--- src/rtl/pcrs_pkg.sv ---
// Purpose: Shared constants and types for the program counter and return stack.
// Assumes: AXI4-Lite register access with 32-bit data and one aligned word per register.
// Notes: Register offsets, sizes, status and command bit positions used by the logic are named here.
package pcrs_pkg;
   // ----------------------------------------------------------------------
   // Sizes
   // ----------------------------------------------------------------------
   localparam int PC_W = 21;
   localparam int PTR_W = 5;
   localparam int STK_DEPTH = 31;
   localparam int ADDR_W = 8;
   localparam int ST_W = 3;
   typedef logic [PC_W-1:0] pcrs_pc_t;
   typedef logic [ADDR_W-1:0] pcrs_addr_t;

   // ----------------------------------------------------------------------
   // Register byte offsets
   // ----------------------------------------------------------------------
   localparam pcrs_addr_t OFF_PC_LOW = 8'h00;
   localparam pcrs_addr_t OFF_HLAT = 8'h04;
   localparam pcrs_addr_t OFF_ULAT = 8'h08;
   localparam pcrs_addr_t OFF_TOP_LOW = 8'h0c;
   localparam pcrs_addr_t OFF_TOP_HIGH = 8'h10;
   localparam pcrs_addr_t OFF_TOP_UPPER = 8'h14;
   localparam pcrs_addr_t OFF_PTR = 8'h18;
   localparam pcrs_addr_t OFF_STAT = 8'h1c;
   localparam pcrs_addr_t OFF_CLR = 8'h20;
   localparam pcrs_addr_t OFF_EN = 8'h24;
   localparam pcrs_addr_t OFF_CMD = 8'h28;

   // ----------------------------------------------------------------------
   // Fields, values and steps
   // ----------------------------------------------------------------------
   localparam pcrs_pc_t PC_STEP = 21'h000002;
   localparam pcrs_pc_t PC_RESET = 21'h000000;
   localparam logic [PTR_W-1:0] PTR_EMPTY = 5'h00;
   localparam logic [PTR_W-1:0] PTR_NEAR = 5'h1e;
   localparam logic [PTR_W-1:0] PTR_MAX = 5'h1f;
   localparam int ST_FULL = 0;
   localparam int ST_OVF = 1;
   localparam int ST_UNF = 2;
   localparam int CMD_PUSH = 0;
   localparam int CMD_POP = 1;
   localparam logic [1:0] RESP_OKAY = 2'h0;
   localparam logic [1:0] RESP_SLVERR = 2'h2;

   // ----------------------------------------------------------------------
   // Sequencer request bundle and bus states
   // ----------------------------------------------------------------------
   typedef struct packed {
      logic advance;
      logic load;
      logic call;
      logic irq_ack;
      logic ret;
      pcrs_pc_t target;
   } pcrs_seq_t;
   typedef enum logic [1:0] {B_IDLE = 2'b00, B_EXEC = 2'b01, B_RESP = 2'b10} pcrs_bus_st_t;
endpackage : pcrs_pkg

--- src/rtl/pcrs_top.sv ---
// Purpose: Program counter with hidden upper bytes and a 31-entry return stack.
// Assumes: Sequencer requests arrive on CLOCK; software uses AXI4-Lite.
// Notes: Bus accesses wait while the sequencer is busy, so the two never collide.
//
// Chosen here: the AXI4-Lite slave port and the register offsets.

// Functional notes
// - Fetch address is 21 bits in three bytes.
// - Only low byte is software visible.
// - Low byte write loads upper bytes from latches.
// - Low byte read copies upper bytes to latches.
// - Counter bit zero always reads zero.
// - Sequential fetch adds two.
// - Jumps load counter directly, latches ignored.
// - Calls and interrupt acknowledges push, depth 31.
// - Returns pop the stack into counter.
// - Calls and returns leave latches unchanged.
// - Stack is 31 by 21 array, 5-bit pointer.
// - Software reaches pointer and top entry, pushes, pops.
// - Push increments pointer then stores counter.
// - Return pop loads counter then decrements pointer; software pop only decrements.
// - Reset clears pointer; zero means empty.
// - Full, overflow and underflow status bits.
// - Top registers track the selected entry.
module pcrs_top
   import pcrs_pkg::*;
(
   // Clock and reset
   input wire logic CLOCK,
   input wire logic RST,
   // Instruction sequencer requests
   input wire pcrs_seq_t SEQ,
   // AXI4-Lite write channels
   input wire logic [ADDR_W-1:0] S_AXI_AWADDR,
   input wire logic S_AXI_AWVALID,
   output logic S_AXI_AWREADY,
   input wire logic [31:0] S_AXI_WDATA,
   input wire logic [3:0] S_AXI_WSTRB,
   input wire logic S_AXI_WVALID,
   output logic S_AXI_WREADY,
   output logic [1:0] S_AXI_BRESP,
   output logic S_AXI_BVALID,
   input wire logic S_AXI_BREADY,
   // AXI4-Lite read channels
   input wire logic [ADDR_W-1:0] S_AXI_ARADDR,
   input wire logic S_AXI_ARVALID,
   output logic S_AXI_ARREADY,
   output logic [31:0] S_AXI_RDATA,
   output logic [1:0] S_AXI_RRESP,
   output logic S_AXI_RVALID,
   input wire logic S_AXI_RREADY,
   // Core-facing state
   output logic [PC_W-1:0] PC_Q,
   output logic [PTR_W-1:0] PTR_Q,
   output logic IRQ_Q
);
   // ----------------------------------------------------------------------
   // State
   // ----------------------------------------------------------------------
   pcrs_pc_t pc_q;
   logic [7:0] hlat_q;
   logic [7:0] ulat_q;
   logic [PTR_W-1:0] ptr_q;
   pcrs_pc_t stk_q [1:STK_DEPTH];
   logic [ST_W-1:0] st_q;
   logic [ST_W-1:0] st_d;
   logic [ST_W-1:0] en_q;
   logic irq_q;
   pcrs_bus_st_t wst_q;
   pcrs_bus_st_t rst_q;
   logic awready_q, wready_q, aw_got_q, w_got_q, bvalid_q;
   logic arready_q, rvalid_q;
   logic [1:0] bresp_q, rresp_q;
   logic [31:0] rdata_q;
   pcrs_addr_t waddr_q, raddr_q;
   logic [31:0] wdata_q;
   logic wlane_q;

   // ----------------------------------------------------------------------
   // Request decode
   // ----------------------------------------------------------------------
   logic seq_idle, aw_hs, w_hs, wr_fire, rd_fire;
   logic hw_push, sw_push, sw_pop, push_req, pop_req, push_ok;
   logic wr_low, wr_ptr, wr_top;
   pcrs_pc_t top_val;
   logic [ST_W-1:0] st_evt;

   // The bus acts only in cycles with no sequencer request, so the core never stalls.
   assign seq_idle = !(SEQ.advance | SEQ.load | SEQ.call | SEQ.irq_ack | SEQ.ret);
   assign aw_hs = S_AXI_AWVALID & awready_q;
   assign w_hs = S_AXI_WVALID & wready_q;
   assign wr_fire = (wst_q == B_EXEC) & seq_idle & wlane_q;
   assign rd_fire = (rst_q == B_EXEC) & seq_idle;
   assign wr_low = wr_fire & (waddr_q == OFF_PC_LOW);
   assign wr_ptr = wr_fire & (waddr_q == OFF_PTR);
   assign wr_top = wr_fire & (ptr_q != PTR_EMPTY) &
      ((waddr_q == OFF_TOP_LOW) | (waddr_q == OFF_TOP_HIGH) | (waddr_q == OFF_TOP_UPPER));

   // Stack traffic: return wins over a call presented in the same cycle.
   assign hw_push = (SEQ.call | SEQ.irq_ack) & !SEQ.ret;
   assign sw_push = wr_fire & (waddr_q == OFF_CMD) & wdata_q[CMD_PUSH];
   assign sw_pop = wr_fire & (waddr_q == OFF_CMD) & wdata_q[CMD_POP] & !wdata_q[CMD_PUSH];
   assign push_req = hw_push | sw_push;
   assign pop_req = SEQ.ret | sw_pop;
   assign push_ok = push_req & (ptr_q != PTR_MAX);
   // Pointer zero has no entry behind it, so it reads as all zero.
   assign top_val = (ptr_q == PTR_EMPTY) ? PC_RESET : stk_q[ptr_q];

   // ----------------------------------------------------------------------
   // Program counter
   // ----------------------------------------------------------------------
   // One update per cycle: return, then jump or call, then step, then software.
   always_ff @(posedge CLOCK)
   begin
      if (RST)
      begin
         pc_q <= PC_RESET;
      end
      else if (SEQ.ret)
      begin
         pc_q <= {top_val[PC_W-1:1], 1'b0};
      end
      else if (SEQ.load | SEQ.call | SEQ.irq_ack)
      begin
         pc_q <= {SEQ.target[PC_W-1:1], 1'b0};
      end
      else if (SEQ.advance)
      begin
         pc_q <= pc_q + PC_STEP;
      end
      else if (wr_low)
      begin
         pc_q <= {ulat_q[4:0], hlat_q, wdata_q[7:1], 1'b0};
      end
   end

   // ----------------------------------------------------------------------
   // Latch registers
   // ----------------------------------------------------------------------
   // A direct latch write beats a same-cycle copy; calls and returns never touch them.
   always_ff @(posedge CLOCK)
   begin
      if (RST)
      begin
         hlat_q <= 8'h00;
         ulat_q <= 8'h00;
      end
      else if (wr_fire & (waddr_q == OFF_HLAT))
      begin
         hlat_q <= wdata_q[7:0];
      end
      else if (wr_fire & (waddr_q == OFF_ULAT))
      begin
         ulat_q <= wdata_q[7:0];
      end
      else if (rd_fire & (raddr_q == OFF_PC_LOW))
      begin
         hlat_q <= pc_q[15:8];
         ulat_q <= {3'h0, pc_q[20:16]};
      end
   end

   // ----------------------------------------------------------------------
   // Return stack storage and pointer
   // ----------------------------------------------------------------------
   // Storage has no reset; only entries up to and including the pointer are meaningful.
   always_ff @(posedge CLOCK)
   begin
      if (push_ok)
      begin
         stk_q[ptr_q + 5'h01] <= pc_q;
      end
      else if (wr_top & (waddr_q == OFF_TOP_LOW))
      begin
         stk_q[ptr_q][7:0] <= wdata_q[7:0];
      end
      else if (wr_top & (waddr_q == OFF_TOP_HIGH))
      begin
         stk_q[ptr_q][15:8] <= wdata_q[7:0];
      end
      else if (wr_top)
      begin
         stk_q[ptr_q][20:16] <= wdata_q[4:0];
      end
   end

   // A refused push leaves the pointer at the top so no entry is overwritten.
   always_ff @(posedge CLOCK)
   begin
      if (RST)
      begin
         ptr_q <= PTR_EMPTY;
      end
      else if (pop_req)
      begin
         if (ptr_q != PTR_EMPTY)
         begin
            ptr_q <= ptr_q - 5'h01;
         end
      end
      else if (push_ok)
      begin
         ptr_q <= ptr_q + 5'h01;
      end
      else if (wr_ptr)
      begin
         ptr_q <= wdata_q[PTR_W-1:0];
      end
   end

   // ----------------------------------------------------------------------
   // Status, enable and interrupt
   // ----------------------------------------------------------------------
   assign st_evt[ST_FULL] = push_ok & (ptr_q == PTR_NEAR);
   assign st_evt[ST_OVF] = push_req & (ptr_q == PTR_MAX);
   assign st_evt[ST_UNF] = pop_req & (ptr_q == PTR_EMPTY);
   // A new event wins over a clear written in the same cycle.
   always_comb
   begin
      st_d = st_q;
      if (wr_fire & (waddr_q == OFF_CLR))
      begin
         st_d = st_q & ~wdata_q[ST_W-1:0];
      end
      st_d = st_d | st_evt;
   end

   // The interrupt follows the next status so it lines up with the status register.
   always_ff @(posedge CLOCK)
   begin
      if (RST)
      begin
         st_q <= '0;
         en_q <= '0;
         irq_q <= 1'b0;
      end
      else
      begin
         st_q <= st_d;
         if (wr_fire & (waddr_q == OFF_EN))
         begin
            en_q <= wdata_q[ST_W-1:0];
            irq_q <= |(st_d & wdata_q[ST_W-1:0]);
         end
         else
         begin
            irq_q <= |(st_d & en_q);
         end
      end
   end

   // ----------------------------------------------------------------------
   // AXI4-Lite write path
   // ----------------------------------------------------------------------
   // Address and data are taken in either order; the write then waits for an idle sequencer.
   always_ff @(posedge CLOCK)
   begin
      if (RST)
      begin
         wst_q <= B_IDLE;
         awready_q <= 1'b0;
         wready_q <= 1'b0;
         aw_got_q <= 1'b0;
         w_got_q <= 1'b0;
         bvalid_q <= 1'b0;
         bresp_q <= RESP_OKAY;
         waddr_q <= '0;
         wdata_q <= '0;
         wlane_q <= 1'b0;
      end
      else
      begin
         case (wst_q)
            B_IDLE:
            begin
               awready_q <= !(aw_got_q | aw_hs);
               wready_q <= !(w_got_q | w_hs);
               if (aw_hs)
               begin
                  waddr_q <= S_AXI_AWADDR;
                  aw_got_q <= 1'b1;
               end
               if (w_hs)
               begin
                  wdata_q <= S_AXI_WDATA;
                  wlane_q <= S_AXI_WSTRB[0]; // Registers live in byte lane 0 only.
                  w_got_q <= 1'b1;
               end
               if ((aw_got_q | aw_hs) & (w_got_q | w_hs))
               begin
                  wst_q <= B_EXEC;
               end
            end
            B_EXEC:
            begin
               if (seq_idle)
               begin
                  bvalid_q <= 1'b1;
                  case (waddr_q)
                     OFF_PC_LOW, OFF_HLAT, OFF_ULAT, OFF_TOP_LOW, OFF_TOP_HIGH, OFF_TOP_UPPER,
                     OFF_PTR, OFF_STAT, OFF_CLR, OFF_EN, OFF_CMD: bresp_q <= RESP_OKAY;
                     default: bresp_q <= RESP_SLVERR;
                  endcase
                  wst_q <= B_RESP;
               end
            end
            B_RESP:
            begin
               if (S_AXI_BREADY)
               begin
                  bvalid_q <= 1'b0;
                  aw_got_q <= 1'b0;
                  w_got_q <= 1'b0;
                  awready_q <= 1'b1;
                  wready_q <= 1'b1;
                  wst_q <= B_IDLE;
               end
            end
            default:
            begin
               wst_q <= B_IDLE;
            end
         endcase
      end
   end

   // ----------------------------------------------------------------------
   // AXI4-Lite read path
   // ----------------------------------------------------------------------
   logic [31:0] rd_data;
   logic rd_ok;
   // Write-only and unused bits read as zero.
   always_comb
   begin
      rd_data = '0;
      rd_ok = 1'b1;
      case (raddr_q)
         OFF_PC_LOW: rd_data[7:0] = pc_q[7:0];
         OFF_HLAT: rd_data[7:0] = hlat_q;
         OFF_ULAT: rd_data[7:0] = ulat_q;
         OFF_TOP_LOW: rd_data[7:0] = top_val[7:0];
         OFF_TOP_HIGH: rd_data[7:0] = top_val[15:8];
         OFF_TOP_UPPER: rd_data[4:0] = top_val[20:16];
         OFF_PTR: rd_data[PTR_W-1:0] = ptr_q;
         OFF_STAT: rd_data[ST_W-1:0] = st_q;
         OFF_EN: rd_data[ST_W-1:0] = en_q;
         OFF_CLR, OFF_CMD: rd_data = '0;
         default: rd_ok = 1'b0;
      endcase
   end

   always_ff @(posedge CLOCK)
   begin
      if (RST)
      begin
         rst_q <= B_IDLE;
         arready_q <= 1'b0;
         rvalid_q <= 1'b0;
         rdata_q <= '0;
         rresp_q <= RESP_OKAY;
         raddr_q <= '0;
      end
      else
      begin
         case (rst_q)
            B_IDLE:
            begin
               arready_q <= !(S_AXI_ARVALID & arready_q);
               if (S_AXI_ARVALID & arready_q)
               begin
                  raddr_q <= S_AXI_ARADDR;
                  rst_q <= B_EXEC;
               end
            end
            B_EXEC:
            begin
               if (seq_idle)
               begin
                  rdata_q <= rd_data;
                  rresp_q <= rd_ok ? RESP_OKAY : RESP_SLVERR;
                  rvalid_q <= 1'b1;
                  rst_q <= B_RESP;
               end
            end
            B_RESP:
            begin
               if (S_AXI_RREADY)
               begin
                  rvalid_q <= 1'b0;
                  arready_q <= 1'b1;
                  rst_q <= B_IDLE;
               end
            end
            default:
            begin
               rst_q <= B_IDLE;
            end
         endcase
      end
   end

   // ----------------------------------------------------------------------
   // Outputs
   // ----------------------------------------------------------------------
   assign S_AXI_AWREADY = awready_q;
   assign S_AXI_WREADY = wready_q;
   assign S_AXI_BVALID = bvalid_q;
   assign S_AXI_BRESP = bresp_q;
   assign S_AXI_ARREADY = arready_q;
   assign S_AXI_RVALID = rvalid_q;
   assign S_AXI_RDATA = rdata_q;
   assign S_AXI_RRESP = rresp_q;
   assign PC_Q = pc_q;
   assign PTR_Q = ptr_q;
   assign IRQ_Q = irq_q;

   // ----------------------------------------------------------------------
   // Checks
   // ----------------------------------------------------------------------
   chk_pc_aligned: assert property (@(posedge CLOCK) disable iff (RST) !pc_q[0])
      else $error("counter bit zero set");
   chk_seq_step: assert property (@(posedge CLOCK) disable iff (RST)
      (SEQ.advance & !SEQ.ret & !SEQ.load & !SEQ.call & !SEQ.irq_ack) |=> pc_q == $past(pc_q) + PC_STEP)
      else $error("sequential step is not two");
   chk_jump_direct: assert property (@(posedge CLOCK) disable iff (RST)
      (SEQ.load & !SEQ.ret) |=> pc_q == {$past(SEQ.target[PC_W-1:1]), 1'b0})
      else $error("jump target not loaded");
   chk_push_store: assert property (@(posedge CLOCK) disable iff (RST)
      (hw_push & ptr_q != PTR_MAX) |=> ptr_q == $past(ptr_q) + 5'h01 && top_val == $past(pc_q))
      else $error("push did not store counter");
   chk_pop_load: assert property (@(posedge CLOCK) disable iff (RST)
      (SEQ.ret & ptr_q != PTR_EMPTY) |=>
      pc_q == {$past(top_val[PC_W-1:1]), 1'b0} && ptr_q == $past(ptr_q) - 5'h01)
      else $error("return did not pop");
   chk_latch_keep: assert property (@(posedge CLOCK) disable iff (RST)
      (!seq_idle) |=> $stable(hlat_q) && $stable(ulat_q))
      else $error("latches moved on call or return");
   chk_low_write: assert property (@(posedge CLOCK) disable iff (RST)
      wr_low |=> pc_q[20:8] == {$past(ulat_q[4:0]), $past(hlat_q)})
      else $error("upper bytes not loaded from latches");
   chk_low_read: assert property (@(posedge CLOCK) disable iff (RST)
      (rd_fire & raddr_q == OFF_PC_LOW & !wr_fire) |=>
      hlat_q == $past(pc_q[15:8]) && ulat_q[4:0] == $past(pc_q[20:16]))
      else $error("latches not copied on read");
   chk_overflow: assert property (@(posedge CLOCK) disable iff (RST)
      (push_req & !pop_req & ptr_q == PTR_MAX) |=> ptr_q == PTR_MAX && st_q[ST_OVF])
      else $error("overflow not flagged");
   chk_underflow: assert property (@(posedge CLOCK) disable iff (RST)
      (pop_req & ptr_q == PTR_EMPTY) |=> ptr_q == PTR_EMPTY && st_q[ST_UNF])
      else $error("underflow not flagged");
   chk_reset_ptr: assert property (@(posedge CLOCK) $past(RST) |-> ptr_q == PTR_EMPTY && pc_q == PC_RESET)
      else $error("pointer not cleared by reset");
   chk_irq_level: assert property (@(posedge CLOCK) disable iff (RST) ##1 irq_q == |(st_q & en_q))
      else $error("interrupt does not follow status");
endmodule : pcrs_top

--- config.mk ---
export PLATFORM = sky130hd
export DESIGN_NAME = pcrs_top
export DESIGN_NICKNAME = d
export VERILOG_FILES = /design/src/rtl/pcrs_pkg.sv /design/src/rtl/pcrs_top.sv
export SDC_FILE = /design/constraint.sdc
export NUM_CORES = 1
export LEC_CHECK = 0
export ABC_CLOCK_PERIOD_IN_PS = 5100
export BUFFER_PORTS_ARGS = -buffer_cell sky130_fd_sc_hd__buf_2
export CAP_MARGIN = 10
export CORE_MARGIN = 1.5
export CORE_UTILIZATION = 40
export CTS_CLUSTER_SIZE = 40
export DETAILED_ROUTE_END_ITERATION = 8
export GPL_ROUTABILITY_DRIVEN = 0
export HOLD_SLACK_MARGIN = 0.08
export PLACE_DENSITY = 0.53
export SETUP_SLACK_MARGIN = 0.4
export SLEW_MARGIN = 10
export SYNTH_ARGS = -nofsm -noshare
export SYNTH_HDL_FRONTEND = slang
export SYNTH_SLANG_ARGS = --single-unit
--- constraint.sdc ---
create_clock -name CLOCK -period 5.1 [get_ports CLOCK]
set_clock_uncertainty 0.05 [all_clocks]
set_input_delay 1.02 -clock CLOCK [delete_from_list [all_inputs] [get_ports CLOCK]]
set_output_delay 1.02 -clock CLOCK [all_outputs]
set_load 0.05 [all_outputs]
==> Implementation_results.wiki, run 1 <==
{| class="wikitable"
! Metric !! Value
|-
| Shortest clock period the worst path allows after layout || 4040 ps
|-
| Root buffer cell || sky130_fd_sc_hd__clkbuf_16
|-
| Detailed-route vias per instance || 5.83
|-
| Relative slew margins || 19.1%
|-
| Clock network latency to the later pin of the worst-skew pair || 640 ps
|-
| Width of the chip || 285 um
|-
| Crit Path Category || reg -> reg
|-
| GRT Resource Usage Total || around 23%
|-
| Cell Count, Final, Fillers Out || 3372
|-
| Unrepaired setup endpoints after global routing || false
|-
| P_sw || 4.33 mW
|-
| TritonCTS clock tree || built
|-
| Met3 wirelength from detailed routing || approximately 6300 um
|-
| Number of global-route vias before repair || between 15000 and 20000
|-
| Met2 routed wirelength || 44100 um
|-
| Number of port buffers || 98
|-
| Post-detailed-placement half-perimeter wirelength || 62000 um
|-
| Clock Pin Slew Worst Setup and Hold Paths || approximately 60 ps
|-
| Start of the worst register-to-register path || PTR_Q[0]$_SDFFE_PP0N_
|-
| Highest attainable clock frequency || between 200 and 250 MHz
|-
| Fin nets || ~2400
|-
| Total of max-cap violations || 0
|-
| Endpoints failing setup || 0
|-
| Post_cts resized || 0
|-
| Capture endpoint of the worst hold path || aw_got_q$_SDFFE_PP0P_
|-
| Detailed-route DRC error count || 0
|-
| Result of the run || finished clean
|-
| Yosys reg bits || 751
|-
| Hold Startpoint || aw_got_q$_SDFFE_PP0P_
|-
| Area of the mapped netlist || between 30000 and 40000 sq um
|-
| Required arrival time at the worst endpoint || about 5300 ps
|-
| Setup slack, reg-to-reg || 1060 ps
|-
| Yosys Warn Count || 0
|-
| First-pass DRT Iterations || 5
|-
| Relative contribution of the clock network to total power || a little under two fifths
|-
| Final TNS setup || 0 ps
|-
| Internal power || 11.2 mW
|-
| Std-Cell Rows || slightly above 100
|-
| Average instance area after synthesis || 15.2 sq um
|-
| Final count of pins violating max slew || 0
|-
| CTS max path bufs || 3
|-
| Overflow left after global routing || 0
|-
| Post-CTS Setup Inserts || 0
|-
| Most frequent cells in the layout || sky130_fd_sc_hd__edfxtp_1, sky130_fd_sc_hd__nand2_1, sky130_fd_sc_hd__nor2_1, sky130_fd_sc_hd__mux4_2, sky130_fd_sc_hd__buf_4
|-
| Antenna violations before repair || 1
|-
| Count of fill cells added during filler insertion || 6914
|-
| Pwr/cell area || between 400 and 500 nW/um^2
|-
| Final Hold Viols || 0
|-
| Largest net degree at the start of global routing || 55
|-
| Total placed cells including tap cells || 3232
|-
| Max IR drop VDD || around 0.00025 V
|-
| Number of vias after detailed routing || 19647
|-
| HP Class || reg -> reg
|-
| Highest metal layer with signal wires || met4
|-
| Detailed Route Iter0 Violations || 1892
|-
| Post-synthesis sequential area ratio || about two thirds
|-
| Cts-stage hold buffer count || 0
|-
| Crit share post-route || 79.1%
|-
| Actual transition at the worst max-transition pin || 1210 ps
|-
| Count of mapped cells out of synthesis || ~2100
|-
| EDFF count, synth || 651
|-
| Met1 wire length || 39000 um
|-
| Per-cell routed wire length || 27.3 um
|-
| Standby leakage power || 11.9 nW
|-
| Htree depth || 3
|-
| Core footprint || 78900 sq um
|-
| Combinational group share of total power || between 10% and 20%
|-
| Share of cells above drive strength 1 || between 20% and 30%
|-
| Commonest non-fill, non-tap cell in the layout || sky130_fd_sc_hd__edfxtp_1
|-
| Clock sink count || 751
|-
| Hold path cells || 2
|-
| Switching Fraction || 27.9%
|-
| Flip-flop cell with the highest count after synthesis || sky130_fd_sc_hd__edfxtp_1
|-
| Kind of start point of the critical path || register
|-
| Path depth of the worst reg2reg path || 10
|-
| Worst Setup End Kind || register
|-
| Antenna Violating Nets Remaining || 0
|-
| Worst Path Max Fanout || 18
|-
| Signal arrival time at the worst endpoint || 4240 ps
|-
| Worst flop-to-flop path endpoint || stk_q[25][8]$_DFFE_PP_
|-
| First-pass GRT wire length || 134000 um
|-
| Sequential power share || 46.5%
|-
| Count of boundary I/O pins || 153
|-
| Count of distinct cell types in the synthesized netlist || 78
|-
| WL final || approximately 92000 um
|-
| Die height || 285 um
|-
| Area of the die || 81200 sq um
|-
| Effective utilization at floorplan || 40.3%
|-
| Area growth from synthesis to final layout || 14.8%
|-
| Total CTS buffers || 77
|-
| Async S/R FF share, synth || 0%
|}
stage by stage:
| stage | worst slack (ps) | hold WS, ps | area (sq um) | total power [mW] | util, % |
|---|---|---|---|---|---|
| floorplan | 969 | 386 | 31900 | 8.88 | - |
| global placement | 264 | 396 | 34000 | 9.91 | 43.0 |
| detailed placement | 540 | 401 | 34000 | 9.94 | 43.1 |
| CTS | 1070 | 409 | 36500 | 15.6 | 46.3 |
| global route | 864 | 446 | 36500 | 16.0 | 46.3 |
| finish | 1060 | 406 | 36500 | 15.5 | 46.3 |
state kept, by name, indices dropped and copies added, names as in the netlist, 2 cells and up, named ones only:
register     cells
waddr_q          8
S_AXI_RDATA      8
stk_q          651
rst_q            2
raddr_q          8
wdata_q          8
wst_q            2
st_q             3
hlat_q           8
en_q             3
PC_Q            21
PTR_Q            5
ulat_q           8
kinds of logic after synthesis:
| family | Yosys count | share of synthesized area, % |
|---|---|---|
| XOR/XNOR | 15 | 0.413 |
| AO/OA/AOI/OAI | 356 | 7.46 |
| multiplexers | 240 | 13.0 |
| other | 1 | 0.0118 |
| flip-flops | 751 | 67.8 |
| AND/OR/NAND/NOR | 544 | 8.32 |
| adder cells (fa/ha/maj) | 6 | 0.236 |
| buffers and inverters | 184 | 2.76 |
power by group through the flow:
stage               Combinational, mW  Clock (mW)  Sequential, mW
global placement                 2.57           0            7.34
global route                     2.75        6.04            7.23
finish                           2.59        5.71            7.22
floorplan                        1.60           0            7.29
detailed placement               2.59           0            7.34
CTS                              2.60        5.80            7.21
critical path, cell delays in order (launching register included):
cell and delay, ps:
sky130_fd_sc_hd__dfxtp_1 450, sky130_fd_sc_hd__ha_1 340, sky130_fd_sc_hd__nand2_1 140, sky130_fd_sc_hd__nor2_1 60, sky130_fd_sc_hd__ha_1 240, sky130_fd_sc_hd__nor4b_1 510, sky130_fd_sc_hd__a21o_1 400, sky130_fd_sc_hd__a31oi_2 150
sky130_fd_sc_hd__buf_4 280, sky130_fd_sc_hd__nand3b_1 270, sky130_fd_sc_hd__nor2_1 760
worst max path at each step:
stage                          start                       to  slack [ps]  depth (start not counted)
2_1_floorplan                SEQ[21]   stk_q[18][0]$_DFFE_PP_         970                          8
5_1_grt        PTR_Q[0]$_SDFFE_PP0N_  stk_q[29][11]$_DFFE_PP_         860                         10
3_5_place_dp                 SEQ[21]  stk_q[29][13]$_DFFE_PP_         540                          8
6_report       PTR_Q[0]$_SDFFE_PP0N_   stk_q[25][8]$_DFFE_PP_        1060                         10
4_1_cts        PTR_Q[0]$_SDFFE_PP0N_   stk_q[25][2]$_DFFE_PP_        1070                          9
3_3_place_gp                 SEQ[21]    stk_q[2][3]$_DFFE_PP_         260                          7
routing by layer:
metal / up-vias / GRT usage [%]
met5: - / 0
met4: 0 / 7.77
met3: 165 / 3.72
met2: 829 / 36.7
met1: 10094 / 31.0
li1: 8559 / -
synthesized netlist by cell type (6+ instances only):
cell type | n | share of area, %
sky130_fd_sc_hd__a22oi_1 | 24 | 0.57
sky130_fd_sc_hd__buf_4 | 30 | 0.71
sky130_fd_sc_hd__clkbuf_1 | 78 | 0.92
sky130_fd_sc_hd__nor2b_1 | 15 | 0.30
sky130_fd_sc_hd__nand2b_1 | 14 | 0.28
sky130_fd_sc_hd__and3_1 | 11 | 0.22
sky130_fd_sc_hd__inv_1 | 17 | 0.20
sky130_fd_sc_hd__nand2_1 | 170 | 2.0
sky130_fd_sc_hd__nand3_1 | 21 | 0.33
sky130_fd_sc_hd__nand4_1 | 14 | 0.28
sky130_fd_sc_hd__o221ai_1 | 12 | 0.33
sky130_fd_sc_hd__xnor2_1 | 12 | 0.33
sky130_fd_sc_hd__mux2_2 | 14 | 0.50
sky130_fd_sc_hd__dfxtp_1 | 100 | 6.3
sky130_fd_sc_hd__o21ai_0 | 48 | 0.76
sky130_fd_sc_hd__and2_1 | 16 | 0.31
sky130_fd_sc_hd__a31oi_1 | 14 | 0.28
sky130_fd_sc_hd__a311oi_1 | 8 | 0.22
sky130_fd_sc_hd__o211ai_1 | 6 | 0.14
sky130_fd_sc_hd__and4_1 | 7 | 0.19
sky130_fd_sc_hd__nor2_1 | 147 | 1.7
sky130_fd_sc_hd__or3_1 | 6 | 0.12
sky130_fd_sc_hd__o22ai_1 | 23 | 0.45
sky130_fd_sc_hd__buf_2 | 39 | 0.61
sky130_fd_sc_hd__a211oi_1 | 51 | 1.2
sky130_fd_sc_hd__mux2i_1 | 89 | 2.8
sky130_fd_sc_hd__a21o_1 | 7 | 0.17
sky130_fd_sc_hd__nor3_2 | 14 | 0.44
sky130_fd_sc_hd__a221oi_1 | 8 | 0.22
sky130_fd_sc_hd__nor4_1 | 16 | 0.31
sky130_fd_sc_hd__edfxtp_1 | 651 | 62
sky130_fd_sc_hd__ha_1 | 6 | 0.24
sky130_fd_sc_hd__nor3_1 | 61 | 0.96
sky130_fd_sc_hd__mux4_2 | 137 | 9.7
sky130_fd_sc_hd__a21oi_1 | 101 | 1.6
sky130_fd_sc_hd__nand3b_1 | 7 | 0.17
sky130_fd_sc_hd__buf_1 | 13 | 0.15
cell type report:
class                           instances  area (sq um)  area share [%]
Multi-Input combinational cell       1187          9510            26.1
Inverter                               20          75.1           0.206
Sequential cell                       751         21600            59.1
Clock buffer                           96          2050            5.62
Clock inverter                         43           482            1.32
Tap cell                             1050          1310            3.60
Timing Repair Buffer                  224          1500            4.11
Antenna cell                            1          2.50         0.00686
(Power assumes the default switching activity.)
==> run 2, diff against run 1 <==
--- a/config.mk
+++ b/config.mk
@@ -5,7 +5,7 @@
 export SDC_FILE = /design/constraint.sdc
 export NUM_CORES = 1
 export LEC_CHECK = 0
-export ABC_CLOCK_PERIOD_IN_PS = 5100
+export ABC_CLOCK_PERIOD_IN_PS = 4050
 export BUFFER_PORTS_ARGS = -buffer_cell sky130_fd_sc_hd__buf_2
 export CAP_MARGIN = 10
 export CORE_MARGIN = 1.5
==> constraint.sdc (replaced) <==
create_clock -name CLOCK -period 4.05 [get_ports CLOCK]
set_clock_uncertainty 0.05 [all_clocks]
set_input_delay 0.81 -clock CLOCK [delete_from_list [all_inputs] [get_ports CLOCK]]
set_output_delay 0.81 -clock CLOCK [all_outputs]
set_load 0.05 [all_outputs]
==> Implementation_results.wiki, run 2 (synthesis results as in run 1) <==
{| class="wikitable"
! Metric !! Value
|-
| Cts-stage hold buffer count || 0 (unchanged)
|-
| Number of vias after detailed routing || 19944 (+1.5%)
|-
| Detailed Route Iter0 Violations || 1983 (+4.8%)
|-
| Cells traversed along the worst timing path || ha_1, nand2_1, nor2_1, ha_1, nor4b_1, a21o_1, a31oi_2, or3b_2, nor2_1
|-
| Post-detailed-placement half-perimeter wirelength || 64100 um (+3.4%)
|-
| GRT Resource Usage Total || 23.0% (+0.32 points)
|-
| Crit share post-route || 87.5% (+8.4 points)
|-
| Highest attainable clock frequency || 282 MHz (+14%)
|-
| Effective utilization at floorplan || 40.3% (unchanged)
|-
| Combinational group share of total power || 17.4% (+0.7 points)
|-
| Crit Path Category || reg -> reg
|-
| Standby leakage power || 12.6 nW (+5.6%)
|-
| Switching Fraction || 27.9% (+0.037 points)
|-
| Count of fill cells added during filler insertion || 6870 (-0.64%)
|-
| Cell Area, Placed || 35000 sq um (+3.0%)
|-
| Largest net degree at the start of global routing || 63 (+15%)
|-
| Share of cells above drive strength 1 || 27.6% (+4.6 points)
|-
| Antenna violations before repair || 0 (-1)
|-
| Hold_ws || 368 ps (-38.2 ps)
|-
| First-pass GRT wire length || 137000 um (+2.0%)
|-
| Die height || 285 um (unchanged)
|-
| Most frequent cells in the layout || sky130_fd_sc_hd__edfxtp_1, sky130_fd_sc_hd__buf_4, sky130_fd_sc_hd__nand2_1, sky130_fd_sc_hd__nor2_1, sky130_fd_sc_hd__mux4_2
|-
| Max FFs per register || 651 (unchanged)
|-
| Detailed-route vias per instance || 5.73 (-1.7%)
|-
| HP Class || in -> reg
|-
| Capture endpoint of the worst hold path || raddr_q[1]$_SDFFE_PP0P_
|-
| Cell Count, Final, Fillers Out || 3482 (+3.3%)
|-
| Core footprint || 78900 sq um (unchanged)
|-
| Relative contribution of the clock network to total power || 37.1% (+0.3 points)
|-
| Area growth from synthesis to final layout || 18.6%
|-
| P_sw || 5.58 mW (+29%)
|-
| Commonest non-fill, non-tap cell in the layout || sky130_fd_sc_hd__edfxtp_1
|-
| Worst Setup End Kind || register
|-
| Total power || 20.0 mW (+29%)
|-
| Total of max-cap violations || 0 (unchanged)
|-
| Kind of start point of the critical path || register
|-
| Start of the worst register-to-register path || PTR_Q[0]$_SDFFE_PP0N_
|-
| Slowest-stage cell, CP || sky130_fd_sc_hd__nor2_1
|-
| Std-Cell Rows || 103 (unchanged)
|-
| Hold Startpoint || S_AXI_ARADDR[1]
|-
| Total placed cells including tap cells || 3334 (+3.2%)
|-
| Worst stage delay on the critical path || 650 ps (-110 ps)
|-
| Fin nets || 2458 (+4.5%)
|-
| Utilization of the core after routing || 47.8% (+1.5 points)
|-
| Count of boundary I/O pins || 153 (unchanged)
|-
| Number of port buffers || 98 (unchanged)
|-
| Overflow left after global routing || 0 (unchanged)
|-
| Result of the run || finished clean
|-
| Internal power || 14.4 mW (+29%)
|-
| Buffers plus inverters on the worst setup path || 0 (-1)
|-
| Per-cell routed wire length || 26.7 um (-2.4%)
|-
| Cell area after layout || 37700 sq um (+3.3%)
|-
| Worst flop-to-flop path endpoint || stk_q[17][6]$_DFFE_PP_
|-
| Hold path cells || 3 (+1)
|-
| Relative slew margins || 17.1% (-2.0 points)
|-
| Area of the die || 81200 sq um (unchanged)
|-
| CTS max path bufs || 3 (unchanged)
|-
| Register containing the most flip-flops in the final layout || stk_q
|-
| Antenna Violating Nets Remaining || 0 (unchanged)
|-
| Final count of pins violating max slew || 0 (unchanged)
|-
| Setup slack, reg-to-reg || 500 ps (-560 ps)
|-
| Worst setup startpoint || PTR_Q[0]$_SDFFE_PP0N_
|-
| Shortest clock period the worst path allows after layout || 3550 ps (-491 ps)
|-
| Signal arrival time at the worst endpoint || 3750 ps (-490 ps)
|-
| Htree depth || 3 (unchanged)
|-
| Unrepaired setup endpoints after global routing || true
|-
| Path depth of the worst reg2reg path || 9 (-1)
|-
| Final Hold Viols || 0 (unchanged)
|-
| Detailed-route DRC error count || 0 (unchanged)
|-
| Clock network latency to the later pin of the worst-skew pair || 630 ps (about the same)
|-
| Total CTS buffers || 81 (+5.2%)
|-
| First-pass DRT Iterations || 6 (+1)
|-
| Pwr/cell area || 530 nW/um^2 (+25%)
|-
| Ant. Diodes || 0 (-1)
|-
| TritonCTS clock tree || built
|-
| Max IR drop VDD || 0.000325 V (+31%)
|-
| Worst path top cell family by delay || simple AND/OR/NAND/NOR gates
|-
| Worst Path Max Fanout || 8 (-10)
|-
| Actual transition at the worst max-transition pin || 1240 ps (+30.1 ps)
|-
| Width of the chip || 285 um (unchanged)
|-
| Required arrival time at the worst endpoint || 4260 ps (-1050 ps)
|-
| Sequential power share || 45.4% (-1.1 points)
|-
| Clock sink count || 751 (unchanged)
|-
| Final TNS setup || 0 ps (unchanged)
|-
| Clock Pin Slew Worst Setup and Hold Paths || 60 ps (about the same)
|-
| WL final || 92900 um (+0.78%)
|-
| Number of global-route vias before repair || 20055 (+2.0%)
|-
| Endpoints failing setup || 0 (unchanged)
|-
| Worst slack, placed || -84.7 ps (-625 ps)
|-
| Setup WS post-layout || 505 ps (-559 ps)
|-
| Root buffer cell || sky130_fd_sc_hd__clkbuf_16
|}
## run 2: how the worst max path moves through the flow
stage	end	slack [ps]	cells after the start
finish	stk_q[17][6]$_DFFE_PP_	500	9
global route	stk_q[17][2]$_DFFE_PP_	320	8
CTS	stk_q[8][9]$_DFFE_PP_	400	11
detailed placement	stk_q[8][9]$_DFFE_PP_	-80	8
global placement	stk_q[16][4]$_DFFE_PP_	-300	10
floorplan	stk_q[20][10]$_DFFE_PP_	240	7
## run 2: repair_timing
item | in CTS | in global routing
resized for setup | 1 | 13
pin swaps | 0 | 0
setup endpoints to repair | 8 | 98
setup buffers | 0 | 0
## run 2: worst min-delay path, delay by kind of cell
| family | cells | cell delay (ps) |
|---|---|---|
| AND/OR/NAND/NOR | 1 | 50 |
| buffers and inverters | 1 | 100 |
| AO/OA/AOI/OAI | 1 | 50 |
## run 2: power by group through the flow
stage	registers (mW)	logic, mW	clock network [mW]
after floorplan	9.18	2.02	0
after global placement	9.24	3.43	0
after detailed placement	9.25	3.47	0
after CTS	9.08	3.48	7.55
after global routing	9.11	3.69	7.84
final	9.08	3.49	7.42
## run 2: final cells by class
class | count | area, sq um | share of cell area, %
clock buffer | 104 | 2210 | 5.85
clock inverter | 44 | 470 | 1.25
inverter | 20 | 75.1 | 0.199
multi-input combinational | 1187 | 9670 | 25.7
sequential | 751 | 21600 | 57.2
tap | 1050 | 1310 | 3.48
timing repair buffer | 326 | 2400 | 6.38
## run 2: per-layer routing
metal  GRT usage, %  up-vias  part of all wire, %
met5              0        -                    0
met4           6.60        0                  2.4
met3           3.31      128                  6.4
met2           37.1      832                   48
met1           32.4    10214                   44
li1               -     8770                    -
